File: src/design/ctmc_pkg.sv
// Package of constants and types for the CAN transceiver mode control block
`default_nettype none
package ctmc_pkg;
  // Transceiver mode field encodings
  typedef enum logic [1:0] {
    CTMC_TRX_OFF     = 2'h0,
    CTMC_TRX_WAKE    = 2'h1,
    CTMC_TRX_RXONLY  = 2'h2,
    CTMC_TRX_NORMAL  = 2'h3
  } ctmc_trx_mode_t;

  // Chip operating modes
  typedef enum logic [2:0] {
    CTMC_CHIP_NORMAL   = 3'h0,
    CTMC_CHIP_STOP     = 3'h1,
    CTMC_CHIP_SLEEP    = 3'h2,
    CTMC_CHIP_RESTART  = 3'h3,
    CTMC_CHIP_FAILSAFE = 3'h4
  } ctmc_chip_mode_t;

  // Clock and timing
  localparam int CLK_HZ            = 25000000;
  localparam int EN_DELAY_NS       = 8000;    // Driver enabling delay, ns
  localparam int EN_DELAY_CYC      = (EN_DELAY_NS * (CLK_HZ / 1000000) + 999) / 1000;
  localparam int WAKE_FILT_NS      = 1000;    // Least time for each dominant or recessive wake phase, ns
  localparam int WAKE_FILT_CYC     = (WAKE_FILT_NS * (CLK_HZ / 1000000) + 999) / 1000;
  localparam int WAKE_PHASES       = 4;       // Dominant, recessive, dominant, recessive
  localparam int CNT_W             = 10;
  localparam logic [CNT_W-1:0] EN_DELAY_CNT  = CNT_W'(EN_DELAY_CYC);
  localparam logic [CNT_W-1:0] WAKE_FILT_CNT = CNT_W'(WAKE_FILT_CYC);
  localparam logic [2:0]       WAKE_PH_CNT   = 3'(WAKE_PHASES - 1);
endpackage
`default_nettype wire

File: src/design/ctmc_sync_if.sv
// Interface carrying the synchronised pin levels to the mode controller
`default_nettype none
interface ctmc_sync_if;
  logic tx_data;   // Filtered transmit data, 1 = recessive
  logic bus_dom;   // Filtered receiver decision, 1 = dominant
  modport src (output tx_data, output bus_dom);
  modport dst (input tx_data, input bus_dom);
endinterface
`default_nettype wire

File: src/design/ctmc_pin_sync.sv
// Three-stage pin synchroniser for transmit data and receiver decision
`default_nettype none
module ctmc_pin_sync (
  input  wire logic clk,
  input  wire logic resetn,
  input  wire logic tx_data_in,
  input  wire logic bus_dom_in,
  ctmc_sync_if.src  sync
);
  logic [2:0] tx_sh_r;
  logic [2:0] tx_sh_nxt;
  logic [2:0] bd_sh_r;
  logic [2:0] bd_sh_nxt;
  logic       tx_r;
  logic       tx_nxt;
  logic       bd_r;
  logic       bd_nxt;

  // Shift in; a level counts only once stages two and three agree
  always_comb begin
    tx_sh_nxt = {tx_sh_r[1:0], tx_data_in};
    bd_sh_nxt = {bd_sh_r[1:0], bus_dom_in};
    tx_nxt    = (tx_sh_r[1] == tx_sh_r[2]) ? tx_sh_r[2] : tx_r;
    bd_nxt    = (bd_sh_r[1] == bd_sh_r[2]) ? bd_sh_r[2] : bd_r;
  end

  // Idle levels: transmit recessive, bus recessive
  always_ff @(posedge clk or negedge resetn) begin
    if (!resetn) begin
      tx_sh_r <= 3'h7;
      bd_sh_r <= 3'h0;
      tx_r    <= 1'h1;
      bd_r    <= 1'h0;
    end else begin
      tx_sh_r <= tx_sh_nxt;
      bd_sh_r <= bd_sh_nxt;
      tx_r    <= tx_nxt;
      bd_r    <= bd_nxt;
    end
  end

  assign sync.tx_data = tx_r;
  assign sync.bus_dom = bd_r;
endmodule
`default_nettype wire

File: src/design/ctmc_top.sv
// CAN transceiver mode control and digital pin behaviour
`default_nettype none

module ctmc_top
  import ctmc_pkg::*;
(
  input  wire logic                      clk,
  input  wire logic                      resetn,
  input  wire ctmc_pkg::ctmc_chip_mode_t chip_mode,
  input  wire logic                      mode_req_valid,
  input  wire ctmc_pkg::ctmc_trx_mode_t  mode_req,
  input  wire logic                      tx_data_in,
  input  wire logic                      bus_dom_in,
  output logic                           rx_data_out,
  output logic                           drv_dominant,
  output logic                           drv_enable,
  output logic                           rx_enable,
  output logic                           drv_ready,
  output ctmc_pkg::ctmc_trx_mode_t       trx_mode,
  output logic                           bus_wake_pulse,
  output logic                           bus_woken
);
  import ctmc_pkg::*;

  typedef enum logic [1:0] {CTMC_WK_IDLE, CTMC_WK_DOM, CTMC_WK_REC} ctmc_wk_state_t;

  ctmc_sync_if sync ();

  ctmc_trx_mode_t mode_r;
  ctmc_trx_mode_t mode_nxt;
  logic [CNT_W-1:0] en_cnt_r;
  logic [CNT_W-1:0] en_cnt_nxt;
  logic             armed_r;
  logic             armed_nxt;
  logic             dom_r;
  logic             dom_nxt;
  logic             woken_r;
  logic             woken_nxt;
  logic             wpulse_r;
  logic             wpulse_nxt;
  logic             rxo_r;
  logic             rxo_nxt;
  ctmc_wk_state_t   wk_r;
  ctmc_wk_state_t   wk_nxt;
  logic [CNT_W-1:0] wk_cnt_r;
  logic [CNT_W-1:0] wk_cnt_nxt;
  logic [2:0]       wk_ph_r;
  logic [2:0]       wk_ph_nxt;
  logic             chip_lowpow_r;
  logic             chip_fs_r;
  logic             req_ok;
  logic             mode_chg;
  logic             wk_done;

  // Synchronise the asynchronous pin levels
  ctmc_pin_sync u_sync (
    .clk        (clk),
    .resetn     (resetn),
    .tx_data_in (tx_data_in),
    .bus_dom_in (bus_dom_in),
    .sync       (sync.src)
  );

  // Permission of a requested mode in the current chip mode
  always_comb begin
    unique case (mode_req)
      CTMC_TRX_OFF:    req_ok = 1'b1;
      CTMC_TRX_NORMAL: req_ok = (chip_mode == CTMC_CHIP_NORMAL);
      CTMC_TRX_RXONLY: req_ok = (chip_mode == CTMC_CHIP_NORMAL) ||
                                (chip_mode == CTMC_CHIP_STOP);
      // Wake Capable anywhere but fail-safe, where it is entered on its own
      CTMC_TRX_WAKE:   req_ok = (chip_mode != CTMC_CHIP_FAILSAFE);
    endcase
  end

  assign mode_chg = mode_req_valid && req_ok && (mode_req != mode_r);

  // Mode, enabling delay and transmit gating
  always_comb begin
    mode_nxt   = mode_r;
    en_cnt_nxt = en_cnt_r;
    armed_nxt  = armed_r;
    dom_nxt    = 1'b0;
    if (mode_chg) begin
      mode_nxt = mode_req;
    end else if (chip_mode == CTMC_CHIP_FAILSAFE && !chip_fs_r) begin
      // forced only on entry, so a later Off request still holds
      mode_nxt = CTMC_TRX_WAKE;
    end
    if (mode_nxt == CTMC_TRX_NORMAL && mode_r != CTMC_TRX_NORMAL) begin
      en_cnt_nxt = EN_DELAY_CNT;
      armed_nxt  = 1'b0;
    end else if (mode_r == CTMC_TRX_NORMAL) begin
      if (en_cnt_r != '0) begin
        en_cnt_nxt = en_cnt_r - 1'b1;
      end
      // arm only on a recessive level after the delay
      if (en_cnt_r == '0 && sync.tx_data) begin
        armed_nxt = 1'b1;
      end
      // drive follows transmit input once armed
      dom_nxt = (mode_nxt == CTMC_TRX_NORMAL) && armed_nxt && !sync.tx_data &&
                (en_cnt_r == '0);
    end
  end

  // Wake pattern: dominant, recessive, dominant, recessive phases of filter length
  assign wk_done = (wk_r != CTMC_WK_IDLE) && (wk_cnt_r == '0) && (wk_ph_r == WAKE_PH_CNT);

  always_comb begin
    wk_nxt     = wk_r;
    wk_cnt_nxt = (wk_cnt_r != '0) ? wk_cnt_r - 1'b1 : wk_cnt_r;
    wk_ph_nxt  = wk_ph_r;
    woken_nxt  = woken_r;
    wpulse_nxt = 1'b0;
    // detector runs only when armed in Wake Capable
    if (mode_r != CTMC_TRX_WAKE || woken_r || mode_chg) begin
      wk_nxt     = CTMC_WK_IDLE;
      wk_cnt_nxt = '0;
      wk_ph_nxt  = '0;
    end else begin
      unique case (wk_r)
        CTMC_WK_IDLE: if (sync.bus_dom) begin
          wk_nxt     = CTMC_WK_DOM;
          wk_cnt_nxt = WAKE_FILT_CNT;
        end
        CTMC_WK_DOM: if (!sync.bus_dom) begin
          // Short dominant phase restarts the search
          wk_nxt     = (wk_cnt_r == '0) ? CTMC_WK_REC : CTMC_WK_IDLE;
          wk_ph_nxt  = (wk_cnt_r == '0) ? wk_ph_r + 3'h1 : 3'h0;
          wk_cnt_nxt = WAKE_FILT_CNT;
        end
        CTMC_WK_REC: if (wk_done) begin
          woken_nxt  = 1'b1;
          wpulse_nxt = 1'b1;
        end else if (sync.bus_dom) begin
          wk_nxt     = (wk_cnt_r == '0) ? CTMC_WK_DOM : CTMC_WK_IDLE;
          wk_ph_nxt  = (wk_cnt_r == '0) ? wk_ph_r + 3'h1 : 3'h0;
          wk_cnt_nxt = WAKE_FILT_CNT;
        end
      endcase
    end
    // woken state cleared by a mode change or rearm
    if (mode_chg) begin
      woken_nxt = 1'b0;
    end
    if (mode_r == CTMC_TRX_WAKE && woken_r && !mode_chg &&
        (chip_mode == CTMC_CHIP_STOP || chip_mode == CTMC_CHIP_SLEEP ||
         chip_mode == CTMC_CHIP_FAILSAFE) && !chip_lowpow_r) begin
      woken_nxt = 1'b0;  // Rearm on entry to a low-power chip mode
    end
    if (woken_nxt && mode_nxt == CTMC_TRX_WAKE) begin
      rxo_nxt = 1'b0;
    end else if (mode_r == CTMC_TRX_NORMAL || mode_r == CTMC_TRX_RXONLY) begin
      rxo_nxt = !sync.bus_dom;
    end else begin
      rxo_nxt = 1'b1;
    end
  end

  always_ff @(posedge clk or negedge resetn) begin
    if (!resetn) begin
      mode_r        <= CTMC_TRX_OFF;
      en_cnt_r      <= '0;
      armed_r       <= 1'b0;
      dom_r         <= 1'b0;
      woken_r       <= 1'b0;
      wpulse_r      <= 1'b0;
      rxo_r         <= 1'b1;
      wk_r          <= CTMC_WK_IDLE;
      wk_cnt_r      <= '0;
      wk_ph_r       <= '0;
      chip_lowpow_r <= 1'b0;
      chip_fs_r     <= 1'b0;
    end else begin
      mode_r        <= mode_nxt;
      en_cnt_r      <= en_cnt_nxt;
      armed_r       <= armed_nxt;
      dom_r         <= dom_nxt;
      woken_r       <= woken_nxt;
      wpulse_r      <= wpulse_nxt;
      rxo_r         <= rxo_nxt;
      wk_r          <= wk_nxt;
      wk_cnt_r      <= wk_cnt_nxt;
      wk_ph_r       <= wk_ph_nxt;
      chip_fs_r     <= (chip_mode == CTMC_CHIP_FAILSAFE);
      chip_lowpow_r <= (chip_mode == CTMC_CHIP_STOP) || (chip_mode == CTMC_CHIP_SLEEP) ||
                       (chip_mode == CTMC_CHIP_FAILSAFE);
    end
  end

  // single-register path keeps 2 Mbaud bits at 12.5 clocks each
  assign drv_dominant   = dom_r;
  assign drv_enable     = (mode_r == CTMC_TRX_NORMAL);
  assign rx_enable      = (mode_r == CTMC_TRX_NORMAL) || (mode_r == CTMC_TRX_RXONLY);
  assign drv_ready      = (mode_r == CTMC_TRX_NORMAL) && (en_cnt_r == '0);
  assign trx_mode       = mode_r;
  assign bus_wake_pulse = wpulse_r;
  assign bus_woken      = woken_r;
  assign rx_data_out    = rxo_r;

  AST_NO_DOM_OFF: assert property (@(posedge clk) disable iff (!resetn)
    (mode_r != CTMC_TRX_NORMAL) |=> !drv_dominant)
    else $error("dominant driven outside Normal mode");
  // no dominant while the delay runs
  AST_EN_DELAY: assert property (@(posedge clk) disable iff (!resetn)
    (drv_enable && !drv_ready) |-> !drv_dominant)
    else $error("dominant during enabling delay");
  AST_RESET_OFF: assert property (@(posedge clk)
    $rose(resetn) |-> trx_mode == CTMC_TRX_OFF)
    else $error("mode not Off after reset");
  AST_OFF_NO_WAKE: assert property (@(posedge clk) disable iff (!resetn)
    (trx_mode == CTMC_TRX_OFF) |-> !bus_wake_pulse && !bus_woken)
    else $error("wake recorded in Off mode");
  AST_REFUSE: assert property (@(posedge clk) disable iff (!resetn)
    (mode_req_valid && mode_req == CTMC_TRX_NORMAL && chip_mode != CTMC_CHIP_NORMAL &&
     chip_mode != CTMC_CHIP_FAILSAFE) |=> trx_mode == $past(trx_mode))
    else $error("illegal mode request accepted");
  AST_FOLLOW: assert property (@(posedge clk) disable iff (!resetn)
    (drv_ready && armed_r && $past(drv_ready) && sync.tx_data && !mode_req_valid) |=>
    !drv_dominant)
    else $error("recessive input drove dominant");
  // the wake pulse comes with rx low in Wake Capable
  AST_WOKEN_RX: assert property (@(posedge clk) disable iff (!resetn)
    bus_wake_pulse |-> trx_mode == CTMC_TRX_WAKE && !rx_data_out)
    else $error("wake not shown on receive output");
  AST_RX_PASS: assert property (@(posedge clk) disable iff (!resetn)
    (rx_enable && $past(rx_enable)) |-> rx_data_out == !$past(sync.bus_dom))
    else $error("receive output does not follow bus");
  // woken keeps receive low until a mode change or a rearm clears it
  AST_WOKEN_HOLD: assert property (@(posedge clk) disable iff (!resetn)
    (bus_woken && trx_mode == CTMC_TRX_WAKE) |-> !rx_data_out)
    else $error("receive output released while woken");
endmodule
`default_nettype wire

File: config.mk
export PLATFORM = sky130hd
export DESIGN_NAME = ctmc_top
export DESIGN_NICKNAME = d
export VERILOG_FILES = /design/src/design/ctmc_pkg.sv /design/src/design/ctmc_sync_if.sv /design/src/design/ctmc_pin_sync.sv /design/src/design/ctmc_top.sv
export SDC_FILE = /design/constraint.sdc
export NUM_CORES = 1
export LEC_CHECK = 0
export BUFFER_PORTS_ARGS = -buffer_cell sky130_fd_sc_hd__buf_4
export CORE_ASPECT_RATIO = 1.75
export CORE_UTILIZATION = 60
export DETAILED_ROUTE_END_ITERATION = 8
export GPL_ROUTABILITY_DRIVEN = 1
export GPL_TIMING_DRIVEN = 0
export PLACE_DENSITY = 0.9
export SLEW_MARGIN = 30
export SYNTH_ARGS = -nofsm -noshare
export SYNTH_HDL_FRONTEND = slang
export SYNTH_SLANG_ARGS = --single-unit
File: constraint.sdc
create_clock -name clk -period 5.4 [get_ports clk]
set_input_delay 0.27 -clock clk [delete_from_list [all_inputs] [get_ports clk]]
set_output_delay 0.27 -clock clk [all_outputs]
set_load 0.01 [all_outputs]
==> flow_summary.ini, run 1 <==
[status]
outcome = complete, no violations

[detailed_routing]
vias = 2103
drt_wl_total_mm = 5.46
ant_nets = 0
drt_iter0_markers = 48
viasPerCell = 6.43
first_pass_iters = 4
drt-wirelength-per-cell_um = 16.7
route.detailed.drc = 0

[synth]
yosysSeqAreaShare_pct = 42.2
async_flop_share_pct = 100
synth_cell_types = 63
synth_edf_count = 0
synth_area_per_cell_um2 = 9.85
synth_area_um2 = 2500
syn_nets = 271
ys.flop_type = dfrtp_1
syn_inst = 254
ys_ff_latch = 42
synth_warnings = 0

[worst_hold_path]
worst_hold_path.num_cells = 1
min_from = tx_data_in
hold_path_end = u_sync.tx_sh_r[0]
min_path_type = in -> reg

[die]
die_height_um = 87.4
initial_core_util_pct = 63.5
core-area_um2 = 3940
dieArea_um2 = 4440
fp.dieW_um = 50.8
rows = 30
ios = 19

[sta]
relSlewSlack_pct = 44.2
fin_ws_ps = 2790
fin_crit_sh_pct = 48.4
fin_worst_skew_ps = 10.9
rsz0062_at_grt = no
hold_viol = 0
tns_ps = 0
drv_slew = 0
fin_crit_ps = 2610
fmax_ghz = 0.383
finalSetupViolCount = 0
worst_pin_slew_ps = 835

[power_and_ir_drop]
swShare_pct = 42.5
comb_power_share_pct = 46.6
p_int_uw = 700
p_per_area_nw_per_um2 = 437
seqPwrFrac_pct = 35.7
leakagePower_uw = 0.00112
clkPwrFrac_pct = 17.7
p_sw_uw = 519
ir_drop_mv = 0.346

[final_layout]
syn_to_final_growth_pct = 11.4
utilization_pct = 70.7
drive_above_1_share_pct = 17.6
nets = 295
diodes = 0
final_common_cell = dfrtp_1
fillers = 322
final_cell_mix = dfrtp_1 (37), o21ai_0 (16), buf_4 (16)

[global_routing]
grt_max_degree = 43
grt_overflow_total = 0
antenna_found_initial = 0
track_usage_pct = 29.3
grt_pass1_wl_mm = 9.65
first_global_vias = 2130

[worst_setup_path]
r2r-start = wk_cnt_r[0]
r2r_slack_ps = 2790
critPathMaxFanout = 7
startpoint_type = flip-flop
crit_type = reg -> reg
cp.required_ps = 5630
cp_data_arrival_time_ps = 2840
reg2reg_depth = 6
end_kind = flip-flop
r2r_end = wk_r[1]

[placed_design]
pre_cts_ws_ps = 2840
gp_congestion = 0.982
hpwl_mm = 4.07
port_buffers = 16

[job]
drv_cap = 0

[clock_network]
cts_sinks = 42
cts.clk_slew.worst_paths_ps = 90
cts_resized = 0
cts_max_level = 2
clock_path_buffers = 2
root_buffer = clkbuf_8
cts_tree = yes
cts_made_buffers = 5
clk_latency_ps = 300
## power by group through the flow
| stage | sequential [uW] | combinational (uW) | clock, uW |
|---|---|---|---|
| final | 435 | 568 | 216 |
| after detailed placement | 440 | 562 | 0 |
| after global placement | 437 | 542 | 0 |
| after floorplan | 426 | 429 | 0 |
| after global routing | 445 | 633 | 232 |
| after CTS | 434 | 567 | 217 |
## per-layer routing
layer	up-vias	wire [um]	global-route usage (%)
met5	-	0	0
met4	0	190	17.2
met1	1034	2010	29.4
li1	1004	-	-
met3	18	166	5.93
met2	47	3100	54.2
## worst max-delay path by stage
stage / cells past startpoint / start / to / slack, ps
2_1_floorplan: 7 / wk_cnt_r[0] / rx_data_out / 3280
5_1_grt: 6 / wk_cnt_r[0] / wk_r[1] / 2540
3_5_place_dp: 6 / wk_cnt_r[0] / wk_r[1] / 2840
3_3_place_gp: 6 / wk_cnt_r[0] / wk_r[1] / 2890
4_1_cts: 6 / wk_cnt_r[0] / wk_r[1] / 2780
6_report: 6 / wk_cnt_r[0] / wk_r[1] / 2790
## cell usage after synthesis, types with 5 or more instances
cell type  count  area (um^2)
dfrtp_1       37          926
o21ai_0       16         80.1
inv_1         15         56.3
nor2_1        15         56.3
a21oi_1       12         60.1
clkbuf_1      12         45.0
nand2_1       11         41.3
a211oi_1       8         60.1
nand3_1        8         40.0
or3_1          8         50.1
ha_1           7         87.6
dfstp_2        5          131
nor3b_1        5         37.5
or4_1          5         37.5
## cells by family after synthesis
family                   count (synthesis)  synth area share [%]
AND/OR/NAND/NOR                         88                  22.3
flip-flops                              42                  42.3
XOR/XNOR                                 8                  2.80
AO/OA/AOI/OAI                           72                  21.7
adder cells (fa/ha/maj)                  9                  4.30
multiplexers                             4                  1.60
buffers and inverters                   31                  5.10
## final cells by class
type                    count  area, um^2  share of cell area, %
well taps                  48        60.1                   2.15
flip-flops and latches     42        1060                   37.9
repair buffers             17         130                   4.67
inverters                  15        56.3                   2.02
plain buffers              16        71.3                   2.56
multi-input cells         181        1320                   47.3
clock inverters             2        12.5                  0.449
clock buffers               6        82.6                   2.96
## through the flow
stage          cell area, um^2  cells  total power, uW  hold WS [ps]
2_1_floorplan             2500    254              855         -25.6
3_3_place_gp              2680    318              979           282
3_5_place_dp              2680    318             1000           287
4_1_cts                   2790    327             1220          71.9
5_1_grt                   2790    327             1310          57.8
6_report                  2790    327             1220          75.6
## sequential cells by signal, summed over array words and instances, names as in the netlist
| name | count |
|---|---|
| rx_data_out | 1 |
| bus_wake_pulse | 1 |
| wk_r | 2 |
| drv_dominant | 1 |
| armed_r | 1 |
| wk_ph_r | 3 |
| en_cnt_r | 10 |
| wk_cnt_r | 10 |
| trx_mode | 2 |
| chip_lowpow_r | 1 |
| chip_fs_r | 1 |
| u_sync.bd_sh_r | 3 |
| u_sync.sync.bus_dom | 1 |
| u_sync.tx_sh_r | 3 |
| u_sync.sync.tx_data | 1 |
| bus_woken | 1 |
## repair_timing
action	4_1_cts	5_1_grt
setup buffers	0	0
hold buffers	1	0
hold endpoints to repair	37	0
## worst max-delay path, cell delays in order (launching register included)
cell and delay, ps:
dfrtp_1 450, inv_1 170, ha_1 280, nor4b_2 580, nand3_1 310, or4_1 590, a21oi_1 170
No activity file was read; power rests on OpenSTA's default activity.
==> run 2, diff against run 1 <==
CORE_UTILIZATION = 54   (was 60)
PLACE_DENSITY = 0.86   (was 0.9)
clock period = 2.3 ns   (was 5.4 ns; I/O delays follow)
==> flow_summary.ini, run 2 (synthesis results as in run 1) <==
[detailed_routing]
ant_nets = 0
drt_iter0_markers = 68
viasPerCell = 6.50
vias = 2165
drt-wirelength-per-cell_um = 17.2
drt_wl_total_mm = 5.72
route.detailed.drc = 0
first_pass_iters = 4

[worst_setup_path]
critPathMaxFanout = 6
slowest_stage = or4_1
cp_data_arrival_time_ps = 2420
end_kind = flip-flop
startpoint_type = flip-flop
crit_chain = buf_4 -> or4_1 -> or2_4 -> or4b_1 -> a211oi_1
crit_type = reg -> reg
max_stage_delay_ps = 530
cp.required_ps = 2500

[global_routing]
first_global_vias = 2197
grt_pass1_wl_mm = 9.45
track_usage_pct = 25.6
grt_overflow_total = 0
grt_max_degree = 43
antenna_found_initial = 0

[status]
outcome = complete, no violations

[clock_network]
cts_tree = yes
clk_latency_ps = 300
cts.clk_slew.worst_paths_ps = 90
root_buffer = clkbuf_8
cts_max_level = 2
clock_path_buffers = 2
cts_made_buffers = 5
cts_sinks = 42

[final_layout]
largestRegisters = en_cnt_r (10), wk_cnt_r (10)
diodes = 0
finalInstanceArea_um2 = 2970
fillers = 355
finalNonFillerCells = 333
nets = 298
final_cell_mix = dfrtp_1 (36), buf_4 (17), nor2_1 (15), o21ai_0 (15), inv_1 (14)
final_common_cell = dfrtp_1
syn_to_final_growth_pct = 18.5
drive_above_1_share_pct = 21.3

[sta]
drv_slew = 0
fmax_ghz = 0.452
fin_ws_ps = 89.2
tns_ps = 0
hold_ws_ps = 92.5
worst_pin_slew_ps = 745
fin_worst_skew_ps = 13.6
fin_crit_sh_pct = 96.1
finalSetupViolCount = 0
hold_viol = 0
rsz0062_at_grt = no
relSlewSlack_pct = 49.7
fin_crit_ps = 2210

[die]
core-area_um2 = 4440
die_height_um = 92.1
initial_core_util_pct = 56.3
ios = 19
rows = 32
dieArea_um2 = 4920
fp.dieW_um = 53.5

[worst_hold_path]
min_path_type = in -> reg

[placed_design]
dp.cells = 321
dpl-instance-area_um2 = 2690
hpwl_mm = 3.99
port_buffers = 16
pre_cts_ws_ps = -227
gp_congestion = 0.916

[power_and_ir_drop]
p_per_area_nw_per_um2 = 1080
leakagePower_uw = 0.00119
ir_drop_mv = 0.781

[job]
drv_cap = 0
[run 2: layer usage]
layer	share of wire, %	GRT usage (%)	up-vias
met5	0	0	-
met2	58	46.8	65
met4	2.8	11.6	0
met3	3.1	3.81	16
met1	36	26.9	1072
li1	-	-	1012
[run 2: stage by stage]
stage | utilization [%] | total power (uW)
floorplan | - | 2010
global placement | 60.4 | 2290
detailed placement | 60.4 | 2330
CTS | 65.4 | 3090
global route | 66.7 | 3390
finish | 66.7 | 3210
[run 2: worst max-delay path: cells and delay by family, from the launching register on]
family	cells	cell delay, ps
buffers and inverters	1	160
DFF	1	430
and+or+nand+nor	3	1270
AOI/OAI and AO/OA	1	260
[run 2: power by group]
| group | switching, uW | internal (uW) |
|---|---|---|
| Sequential | 145 | 881 |
| Combinational | 899 | 698 |
| Clock | 264 | 320 |
| Total | 1310 | 1900 |
[run 2: timing repair]
action                                  4_1_cts  5_1_grt
pin swaps                                     3        3
endpoints found under the setup margin       17       16
hold buffers                                  3        0
resized for setup                            10       11
gates cloned                                  0        0
hold endpoints to repair                     39        0
buffers inserted                              2        0
[run 2: worst paths after layout]
check | from | cells past startpoint | endpoint | slack [ps]
min in group asynchronous | resetn | 2 | wk_cnt_r[3] | 340
min | chip_mode[2] | 2 | chip_lowpow_r | 90
max | wk_cnt_r[0] | 5 | wk_cnt_r[7] | 90
max in group asynchronous | resetn | 2 | u_sync.tx_sh_r[0] | 1580
min reg2reg | u_sync.tx_sh_r[1] | 0 | u_sync.tx_sh_r[2] | 350
max reg2reg | wk_cnt_r[0] | 5 | wk_cnt_r[7] | 90
[run 2: final cells by class]
type	instances	area, um^2	share of cell area [%]
Clock buffer	5	68.8	2.32
Inverter	15	58.8	1.98
Clock inverter	3	40.0	1.35
Sequential cell	42	1060	35.7
Multi-Input combinational cell	181	1420	48.0
Timing Repair Buffer	21	178	5.99
Buffer	15	73.8	2.49
Tap cell	51	63.8	2.15
